--- config.mk ---
export PLATFORM = sky130hd
export DESIGN_NAME = dual_timer_event_counter
export DESIGN_NICKNAME = d
export VERILOG_FILES = /design/src/pkg/dual_timer_pkg.sv /design/src/verilog/dual_timer_event_counter.sv
export SDC_FILE = /design/constraint.sdc
export NUM_CORES = 1
export LEC_CHECK = 0
export ABC_AREA = 1
export BUFFER_PORTS_ARGS = -buffer_cell sky130_fd_sc_hd__buf_2
export CORE_ASPECT_RATIO = 0.6
export CORE_MARGIN = 2
export CORE_UTILIZATION = 41
export DETAILED_ROUTE_END_ITERATION = 12
export PLACE_DENSITY = 0.62
export SETUP_SLACK_MARGIN = 0.2
export SYNTH_ARGS = -nofsm -noshare
export SYNTH_HDL_FRONTEND = slang
export SYNTH_SLANG_ARGS = --single-unit
--- constraint.sdc ---
create_clock -name clk -period 2 [get_ports clk]
set_input_delay 0.2 -clock clk [delete_from_list [all_inputs] [get_ports clk]]
set_output_delay 0.2 -clock clk [all_outputs]
set_load 0.02 [all_outputs]
--- src/pkg/dual_timer_pkg.sv ---
package dual_timer_pkg;

    ////////////////////////////////////////////////////////////////////////////////
    // Bus geometry
    localparam int ADDR_W = 8;
    localparam int DATA_W = 8;

    ////////////////////////////////////////////////////////////////////////////////
    // Register offsets
    localparam logic [7:0] OFF_CNT0_VALUE = 8'h0D;
    localparam logic [7:0] OFF_CNT0_CTRL  = 8'h0E;
    localparam logic [7:0] OFF_CNT1_VALUE = 8'h10;
    localparam logic [7:0] OFF_CNT1_CTRL  = 8'h11;
    localparam logic [7:0] OFF_INTERRUPT_CONTROL_0      = 8'h0B;
    localparam logic [7:0] OFF_INTERRUPT_CONTROL_1      = 8'h1E;
    localparam logic [7:0] OFF_PORT_A     = 8'h12;

    ////////////////////////////////////////////////////////////////////////////////
    // Control register fields
    localparam int         CTRL_EDGE_BIT  = 3;
    localparam int         CTRL_RUN_BIT   = 4;
    localparam int         CTRL_SRC_BIT   = 5;
    localparam int         CTRL_MODE_LSB  = 6;
    localparam int         CTRL_MODE_MSB  = 7;
    localparam logic [7:0] CTRL_USED_MASK = 8'hF8;
    localparam logic [7:0] CTRL_RESET     = 8'h08;
    localparam logic [1:0] MODE_EVENT     = 2'h1;
    localparam logic [1:0] MODE_TIMER     = 2'h2;
    localparam logic [1:0] MODE_PULSE     = 2'h3;

    ////////////////////////////////////////////////////////////////////////////////
    // Interrupt control and port fields
    localparam int INTERRUPT_CONTROL_0_FLAG_BIT = 6;
    localparam int INTERRUPT_CONTROL_0_EN_BIT   = 2;
    localparam int INTERRUPT_CONTROL_1_FLAG_BIT = 4;
    localparam int INTERRUPT_CONTROL_1_EN_BIT   = 0;
    localparam int PORT_PFD_BIT   = 3;

    ////////////////////////////////////////////////////////////////////////////////
    // Counting constants and build options
    localparam logic [7:0] COUNT_MAX      = 8'hFF;
    localparam logic [1:0] PRESCALE_LAST  = 2'h3;
    localparam int         OPT_SRC_CNT0   = 0;
    localparam int         OPT_SRC_SYSCLK = 1;
    localparam int         OPT_SRC_TBASE  = 2;

    typedef enum logic {
        PW_IDLE,
        PW_MEASURE
    } pw_state_t;

endpackage : dual_timer_pkg

--- src/verilog/dual_timer_event_counter.sv ---
// The plain strobed port was left to the implementer.
module dual_timer_event_counter #(
    parameter int unsigned CNT0_SYSCLK_DIV4 = 0,
    parameter int unsigned CNT1_CLK_OPTION  = 0,
    parameter int unsigned PFD_COUNTER      = 0
) (
    input  wire logic       clk,
    input  wire logic       rst,
    input  wire logic [7:0] addr,
    input  wire logic [7:0] wdata,
    input  wire logic       wr,
    input  wire logic       rd,
    output logic      [7:0] rdata,
    input  wire logic       rtc_timeout,
    input  wire logic       timebase_timeout,
    input  wire logic       counter0_value_and_event_pin,
    input  wire logic       counter1_value_and_event_pin,
    output logic            counter0_irq,
    output logic            counter1_irq,
    output logic            counter0_wakeup,
    output logic            counter1_wakeup,
    output logic            port_a_bit_three
);

    ////////////////////////////////////////////////////////////////////////////////
    // Build option checks
    generate
        if (CNT0_SYSCLK_DIV4 > 1 || CNT1_CLK_OPTION > dual_timer_pkg::OPT_SRC_TBASE || PFD_COUNTER > 1) begin : g_bad
            $error("Unsupported build option value");
        end
    endgenerate

    ////////////////////////////////////////////////////////////////////////////////
    // State
    typedef struct packed {
        logic [7:0]                  ctrl;
        logic [7:0]                  preload;
        logic [7:0]                  count;
        logic                        pin_meta;
        logic                        pin_sync;
        logic                        pin_prev;
        dual_timer_pkg::pw_state_t   pw;
    } cnt_state_t;

    typedef struct packed {
        cnt_state_t [1:0] cnt;
        logic [1:0]       flag;
        logic [1:0]       ien;
        logic             port_bit;
        logic [1:0]       pre_cnt;
        logic             pfd_toggle;
        logic             pin_out;
        logic [1:0]       wake;
        logic [1:0]       irq;
        logic [7:0]       rdata;
    } state_t;

    state_t     st_reg;
    state_t     st_next;
    logic [1:0] pins;
    logic [1:0] rd_val;
    logic [1:0] wr_val;
    logic [1:0] wr_ctrl;
    logic [1:0] wr_intc;
    logic [1:0] act_edge;
    logic [1:0] inact_edge;
    logic [1:0] int_tick;
    logic [1:0] tick;
    logic [1:0] ovf;
    logic       pre_tick;

    function automatic logic [7:0] value_off(input int i);
        value_off = (i == 0) ? dual_timer_pkg::OFF_CNT0_VALUE : dual_timer_pkg::OFF_CNT1_VALUE;
    endfunction : value_off

    function automatic logic [7:0] ctrl_off(input int i);
        ctrl_off = (i == 0) ? dual_timer_pkg::OFF_CNT0_CTRL : dual_timer_pkg::OFF_CNT1_CTRL;
    endfunction : ctrl_off

    function automatic logic [7:0] intc_off(input int i);
        intc_off = (i == 0) ? dual_timer_pkg::OFF_INTERRUPT_CONTROL_0 : dual_timer_pkg::OFF_INTERRUPT_CONTROL_1;
    endfunction : intc_off

    function automatic int flag_bit(input int i);
        flag_bit = (i == 0) ? dual_timer_pkg::INTERRUPT_CONTROL_0_FLAG_BIT : dual_timer_pkg::INTERRUPT_CONTROL_1_FLAG_BIT;
    endfunction : flag_bit

    function automatic int en_bit(input int i);
        en_bit = (i == 0) ? dual_timer_pkg::INTERRUPT_CONTROL_0_EN_BIT : dual_timer_pkg::INTERRUPT_CONTROL_1_EN_BIT;
    endfunction : en_bit

    function automatic logic [1:0] mode_of(input logic [7:0] c);
        mode_of = c[dual_timer_pkg::CTRL_MODE_MSB:dual_timer_pkg::CTRL_MODE_LSB];
    endfunction : mode_of

    assign pins = {counter1_value_and_event_pin, counter0_value_and_event_pin};

    ////////////////////////////////////////////////////////////////////////////////
    // Access decode
    always_comb begin
        for (int i = 0; i < 2; i++) begin
            rd_val[i]  = rd && (addr == value_off(i));
            wr_val[i]  = wr && (addr == value_off(i));
            wr_ctrl[i] = wr && (addr == ctrl_off(i));
            wr_intc[i] = wr && (addr == intc_off(i));
        end
    end

    ////////////////////////////////////////////////////////////////////////////////
    // Next state
    always_comb begin
        st_next    = st_reg;
        act_edge   = 2'h0;
        inact_edge = 2'h0;
        int_tick   = 2'h0;
        tick       = 2'h0;
        ovf        = 2'h0;
        // Free-running clock/4 prescaler shared by both counters
        pre_tick         = (st_reg.pre_cnt == dual_timer_pkg::PRESCALE_LAST);
        st_next.pre_cnt  = 2'(st_reg.pre_cnt + 2'h1);
        st_next.rdata    = 8'h00;

        for (int i = 0; i < 2; i++) begin
            // Pins cross in through two flops; edges seen only on the synced copy
            st_next.cnt[i].pin_meta = pins[i];
            st_next.cnt[i].pin_sync = st_reg.cnt[i].pin_meta;
            st_next.cnt[i].pin_prev = st_reg.cnt[i].pin_sync;
            if (st_reg.cnt[i].ctrl[dual_timer_pkg::CTRL_EDGE_BIT]) begin
                act_edge[i]   = st_reg.cnt[i].pin_prev && !st_reg.cnt[i].pin_sync;
                inact_edge[i] = !st_reg.cnt[i].pin_prev && st_reg.cnt[i].pin_sync;
            end else begin
                act_edge[i]   = !st_reg.cnt[i].pin_prev && st_reg.cnt[i].pin_sync;
                inact_edge[i] = st_reg.cnt[i].pin_prev && !st_reg.cnt[i].pin_sync;
            end

            // Internal clock selection
            if (i == 0) begin
                if (st_reg.cnt[i].ctrl[dual_timer_pkg::CTRL_SRC_BIT]) begin
                    int_tick[i] = (CNT0_SYSCLK_DIV4 != 0) ? pre_tick : 1'b1;
                end else begin
                    int_tick[i] = rtc_timeout;
                end
            end else begin
                if (st_reg.cnt[i].ctrl[dual_timer_pkg::CTRL_SRC_BIT]) begin
                    int_tick[i] = pre_tick;
                end else if (CNT1_CLK_OPTION == dual_timer_pkg::OPT_SRC_CNT0) begin
                    int_tick[i] = ovf[0];
                end else if (CNT1_CLK_OPTION == dual_timer_pkg::OPT_SRC_SYSCLK) begin
                    int_tick[i] = 1'b1;
                end else begin
                    int_tick[i] = timebase_timeout;
                end
            end

            // Mode and pulse measurement sequencing
            case (st_reg.cnt[i].pw)
                dual_timer_pkg::PW_IDLE: begin
                    if (st_reg.cnt[i].ctrl[dual_timer_pkg::CTRL_RUN_BIT] &&
                        mode_of(st_reg.cnt[i].ctrl) == dual_timer_pkg::MODE_PULSE && act_edge[i]) begin
                        st_next.cnt[i].pw = dual_timer_pkg::PW_MEASURE;
                    end
                end
                dual_timer_pkg::PW_MEASURE: begin
                    if (!st_reg.cnt[i].ctrl[dual_timer_pkg::CTRL_RUN_BIT] ||
                        mode_of(st_reg.cnt[i].ctrl) != dual_timer_pkg::MODE_PULSE) begin
                        st_next.cnt[i].pw = dual_timer_pkg::PW_IDLE;
                    end else if (inact_edge[i]) begin
                        // Run bit drops so later edges are ignored until software re-arms
                        st_next.cnt[i].pw = dual_timer_pkg::PW_IDLE;
                        st_next.cnt[i].ctrl[dual_timer_pkg::CTRL_RUN_BIT] = 1'b0;
                    end else begin
                        tick[i] = int_tick[i];
                    end
                end
                default: begin
                    st_next.cnt[i].pw = dual_timer_pkg::PW_IDLE;
                end
            endcase

            case (mode_of(st_reg.cnt[i].ctrl))
                dual_timer_pkg::MODE_EVENT: tick[i] = act_edge[i];
                dual_timer_pkg::MODE_TIMER: tick[i] = int_tick[i];
                dual_timer_pkg::MODE_PULSE: tick[i] = tick[i];
                default:                    tick[i] = 1'b0;
            endcase
            // A value read freezes the count so the byte read is coherent; that count is lost
            tick[i] = tick[i] && st_reg.cnt[i].ctrl[dual_timer_pkg::CTRL_RUN_BIT] && !rd_val[i];

            if (tick[i]) begin
                if (st_reg.cnt[i].count == dual_timer_pkg::COUNT_MAX) begin
                    ovf[i] = 1'b1;
                    st_next.cnt[i].count = wr_val[i] ? wdata : st_reg.cnt[i].preload;
                end else begin
                    st_next.cnt[i].count = 8'(st_reg.cnt[i].count + 8'h01);
                end
            end

            // Software writes
            if (wr_val[i]) begin
                st_next.cnt[i].preload = wdata;
                if (!st_reg.cnt[i].ctrl[dual_timer_pkg::CTRL_RUN_BIT]) begin
                    st_next.cnt[i].count = wdata;
                end
            end
            if (wr_ctrl[i]) begin
                // Software write wins over the automatic enable clear
                st_next.cnt[i].ctrl = wdata & dual_timer_pkg::CTRL_USED_MASK;
                st_next.cnt[i].pw   = dual_timer_pkg::PW_IDLE;
            end
            if (wr_intc[i]) begin
                st_next.flag[i] = wdata[flag_bit(i)];
                st_next.ien[i]  = wdata[en_bit(i)];
            end
            // Set wins over a clear written in the same cycle
            if (ovf[i]) begin
                st_next.flag[i] = 1'b1;
            end

            // Reads
            if (rd && addr == value_off(i)) begin
                st_next.rdata = st_reg.cnt[i].count;
            end
            if (rd && addr == ctrl_off(i)) begin
                st_next.rdata = st_reg.cnt[i].ctrl & dual_timer_pkg::CTRL_USED_MASK;
            end
            if (rd && addr == intc_off(i)) begin
                st_next.rdata[flag_bit(i)] = st_reg.flag[i];
                st_next.rdata[en_bit(i)]   = st_reg.ien[i];
            end
        end

        if (wr && addr == dual_timer_pkg::OFF_PORT_A) begin
            st_next.port_bit = wdata[dual_timer_pkg::PORT_PFD_BIT];
        end
        if (rd && addr == dual_timer_pkg::OFF_PORT_A) begin
            st_next.rdata[dual_timer_pkg::PORT_PFD_BIT] = st_reg.port_bit;
        end

        // Divider output toggles on each overflow of the chosen counter while the port bit is clear
        st_next.pfd_toggle = st_reg.pfd_toggle ^ ovf[PFD_COUNTER];
        st_next.pin_out    = st_next.port_bit ? 1'b1 : st_next.pfd_toggle;
        st_next.wake       = ovf;
        st_next.irq        = st_next.flag & st_next.ien;
    end

    ////////////////////////////////////////////////////////////////////////////////
    // Registers
    always_ff @(posedge clk or posedge rst) begin
        if (rst) begin
            st_reg <= '0;
            for (int i = 0; i < 2; i++) begin
                st_reg.cnt[i].ctrl <= dual_timer_pkg::CTRL_RESET;
            end
            st_reg.port_bit <= 1'b1;
            st_reg.pin_out  <= 1'b1;
        end else begin
            st_reg <= st_next;
        end
    end

    assign rdata            = st_reg.rdata;
    assign counter0_irq     = st_reg.irq[0];
    assign counter1_irq     = st_reg.irq[1];
    assign counter0_wakeup  = st_reg.wake[0];
    assign counter1_wakeup  = st_reg.wake[1];
    assign port_a_bit_three = st_reg.pin_out;

    generate
        for (genvar g = 0; g < 2; g++) begin : g_chk

        end
    endgenerate
endmodule : dual_timer_event_counter

Word-level counts from Yosys, hierarchy flattened
Index checks and enable logic that the tools add are counted.
{ "op_classes": {"addsub": 3, "eq_ne": 20, "muxes": 63, "bitwise": 4, "reduce_logical": 42} }
{ "op_table": {"columns": ["op", "n"], "rows": [
  ["two-way mux 8 bit", 14],
  ["two-way mux 1 bit", 43],
  ["equality test 8 x 5 -> 1 bit, second input constant", 4],
  ["logical AND 1 bit", 26],
  ["equality test 8 x 4 -> 1 bit, second input constant", 3],
  ["adder 8 x 1 -> 8 bit, second input constant", 2],
  ["equality test 8 bit, second input constant", 2],
  ["equality test 2 bit, second input constant", 5],
  ["two-way mux 5 bit", 2],
  ["logical NOT 1 bit", 8],
  ["!= test 2 bit, second input constant", 4],
  ["nonzero test 2 bit", 4],
  ["one-hot mux 1 bit (3 select lines)", 2],
  ["AND reduction 3 bit", 2],
  ["equality test 2 x 1 -> 1 bit, second input constant", 2],
  ["one-hot mux 1 bit (2 select lines)", 2],
  ["adder 2 x 1 -> 2 bit, second input constant", 1],
  ["bitwise AND 2 bit", 1],
  ["logical OR 1 bit", 2],
  ["NOT 1 bit", 2],
  ["bitwise XOR 1 bit", 1]
]} }
{ "word_totals": {"regBits": 71, "inputBits": 24, "output_inout_bits": 13, "wordCells": 157} }

Logic depth before layout (Yosys ltp)
{ "depth": {"word_depth": 20, "depth_mapped": 18, "mapped_depth_nobuf": 17} }

Worst setup path before layout
Ideal clock, no wire load.
{ "synth_timing": {"path_kind": "flip-flop to flip-flop", "from": "register st_reg[25] (netlist bit)", "to": "register st_reg[57] (netlist bit)", "setup_time_ns": 0.117, "arrival_ns": 1.704, "required_ns": 1.883, "slack_ns": 0.179, "stages_incl_launch_ff": 14, "path_buffers": 1, "synth_period_minus_slack_ns": 1.821, "cell_sequence": "dfrtp_1 -> ha_1 -> nand3_2 -> nor3_4 -> nand3_4 -> nand2_2 -> nand2_2 -> nand2_4 -> nand2_4 -> buf_6 -> nand2_1 -> nand3_1 -> nor2_1 -> nor2_1"} }
{ "synth_rtl": {"columns": ["item", "line", "text"], "rows": [
  ["start, declared", "dual_timer_event_counter.sv:58", "state_t st_reg;"],
  ["start signal, assigned", "dual_timer_event_counter.sv:257", "st_reg <= st_next;"]
]} }

==> key figures <==
Logic synthesis
  – Post-synthesis sequential area ratio: 48.8%
  – Synth Warn #: 0
  – Ranking of synthesized cells by area: dfrtp_1 (46%), nand2_1 (9.6%), inv_1 (7.6%)
  – Post-Syn Area: 3650 sq um
  – Library cells used by synthesis: 41
  – Syn_area_per_cell: 8.05 sq um
  – Synthesized flop and latch total: 71
  – Synth area leader: dfrtp_1
  – Share of the synthesized area in the top cell type: 45.9%
  – Syn_nets: 481
  – Post-Synthesis Cells: 454

Power and ir drop
  – NetSw: 920 uW
  – Power share of the clock group: 46.0%
  – Pwr Total: 3690 uW
  – P_leak: 0.00228 uW
  – Int Power: 2770 uW
  – Comb pwr share: 11.0%
  – Sequential share of power: 43.0%
  – Maximum VDD drop: 0.000452 V
  – Power Dens Cells: 810 nW/um^2
  – Net Sw Frac: 25.0%

Global route
  – Antenna violations before repair: 0
  – GR Util All Layers: 21.1%
  – Vias in the first global route: 3118
  – Remaining global-route overflow: 0
  – First-pass GRT wire length: 15.8 mm
  – Largest net degree at the start of global routing: 26

CTS
  – Max Buffers Root-to-Sink: 2
  – CTS sink cnt: 71
  – H-tree Lvls: 3
  – Skew-Pair Late Insertion Delay: 0.34 ns
  – CTS tree: yes
  – Clock root buffer: clkbuf_16
  – CTS buffer count: 9
  – Clock-pin slew on the worst setup and hold paths: 0.06 ns

Timing
  – Final setup fails: 0
  – Max_slew headroom: 62.7%
  – Clk_skew: 0.00532 ns
  – TNS Setup: 0 ns
  – Hold Violations, Final: 0
  – Minimum clock period: 1.86 ns
  – Post-route clock period utilization: 93.1%
  – Fmax: 537 MHz
  – Worst hold slack: 0.0912 ns
  – Slew @ Worst Pin: 0.558 ns
  – Pins Over Slew Limit: 0
  – Unrepaired setup endpoints after global routing: true

Route
  – Vias per inst: 5.19
  – Via count: 3296
  – Drt total wl: 9.73 mm
  – Iter 0 DRT Violations: 235
  – Top Layer Used: met4
  – Drt pass-1 iters: 5
  – M1 WL: 4.69 mm
  – Metal3 WL: 829 um
  – Met2 WL: 4.06 mm
  – DR WL/cell: 15.3 um
  – Post-DRT Antenna Nets: 0
  – DR DRC count: 0

Floorplan
  – Die W: 126 um
  – Number of I/O pins: 37
  – Core Footprint: 8590 sq um
  – Row cnt: 26
  – Die Height: 77.1 um
  – Initial Utilization: 42.6%
  – Area of the die: 9710 sq um

Cells and area
  – Commonest cells after routing, fill and taps aside: nand2_1 (84), inv_1 (69), dfrtp_1 (67)
  – Max reg flops: 54
  – Area Overhead vs Synth: 24.5%
  – Share of cells above drive strength 1: 23.9%
  – Final non-filler cell total: 635
  – Most common cell after layout, fill and taps aside: nand2_1
  – Antenna cells: 0
  – Layout Nets: 545
  – Final Util: 53.0%

Place
  – Dpl hpwl: 7.22 mm
  – # placed instances: 607
  – PortBufs: 35
  – GP Congestion: 0.955

Status
  – Outcome: completed

Setup path
  – R2R depth: 16
  – Crit-path max FO: 5
  – Crit Path Class: flip-flop to flip-flop
  – Critical path capture point type: flip-flop
  – Worst EP required: 2.23 ns
  – WP data arrival: 2.09 ns
  – Setup crit start kind: flip-flop

Run
  – Max_cap viols: 0

Min path
  – Hold Crit Class: input pin to flip-flop
  – Hold path depth: 3
worst max-delay path, stage by stage (launching register included):
cell and delay [ns]:
dfstp_2 0.54, nand2_1 0.07, nand2_2 0.09, nand2_2 0.06, nand2_1 0.06, nand2_1 0.06
nand2_2 0.09, nand3_4 0.08, nand2_2 0.08, nand2_2 0.06, nand2_4 0.07, nand2_4 0.07
buf_4 0.14, nand2_1 0.05, nand3_1 0.07, nor2_1 0.11, nor2_1 0.05
synthesized netlist by cell type, drive strengths merged:
master    n
a211oi    2
a21oi    21
a221oi    2
a31oi     1
buf      12
clkbuf    2
clkinv    1
dfrtp    67
dfstp     4
ha        3
inv      75
mux2      1
nand2    98
nand3    26
nand4     3
nor2     45
nor3      6
o2111ai   1
o211a     1
o211ai    3
o21a      2
o21ai    54
o221ai    2
o22ai    10
o311ai    1
o31ai     1
or2       3
xnor2     2
xor2      5
cell type report:
type / count / area (sq um)
Fill cell: 836 / 4040
Sequential cell: 71 / 1780
Multi-Input combinational cell: 293 / 1560
Timing Repair Buffer: 67 / 455
Inverter: 76 / 295
Clock buffer: 10 / 229
Tap cell: 112 / 140
Clock inverter: 6 / 85.1
power by group through the flow:
stage / Sequential (uW) / Combinational [uW] / Clock (uW)
CTS: 1580 / 377 / 1720
finish: 1590 / 405 / 1690
global placement: 1600 / 352 / 0
global route: 1600 / 455 / 1790
detailed placement: 1600 / 362 / 0
floorplan: 1590 / 225 / 0
per-layer routing:
| metal | vias to the layer above | track usage, % |
|---|---|---|
| li1 | 1602 | - |
| met1 | 1560 | 30.7 |
| met2 | 117 | 29.5 |
| met3 | 17 | 7.40 |
| met4 | 0 | 6.15 |
| met5 | - | 0 |
through the flow:
stage | setup WS (ns) | cell area (sq um)
2_1_floorplan | 0.230 | 3660
3_3_place_gp | 0.0876 | 4050
3_5_place_dp | 0.0230 | 4050
4_1_cts | 0.205 | 4440
5_1_grt | 0.00120 | 4550
6_report | 0.137 | 4550
path summary, 6_finish.rpt:
check                      slack [ns]         from           to
setup / recovery                 0.14   st_reg[44]   st_reg[57]
hold / removal                   0.09     wdata[5]   st_reg[74]
setup reg to reg                 0.14   st_reg[44]   st_reg[57]
hold reg to reg                  0.34  st_next[51]  st_next[50]
max in group asynchronous        0.95          rst   st_reg[44]
min in group asynchronous        0.47          rst     rdata[7]
cells by family after synthesis:
family                     synth area share, %
AOI/OAI and AO/OA                         15.5
adders and majority gates                 1.03
and+or+nand+nor                           22.2
DFF                                       48.8
xor gates and xnor gates                  1.68
muxes                                    0.308
buffers and inverters                     10.5
repair_timing:
item	CTS	global route
endpoints found under the setup margin	15	19
gates resized for setup	13	22
hold buffers	3	0
pin swaps	0	5
endpoints found under the hold margin	24	0
setup buffers	4	5
Power figures use the tool's default switching activity.
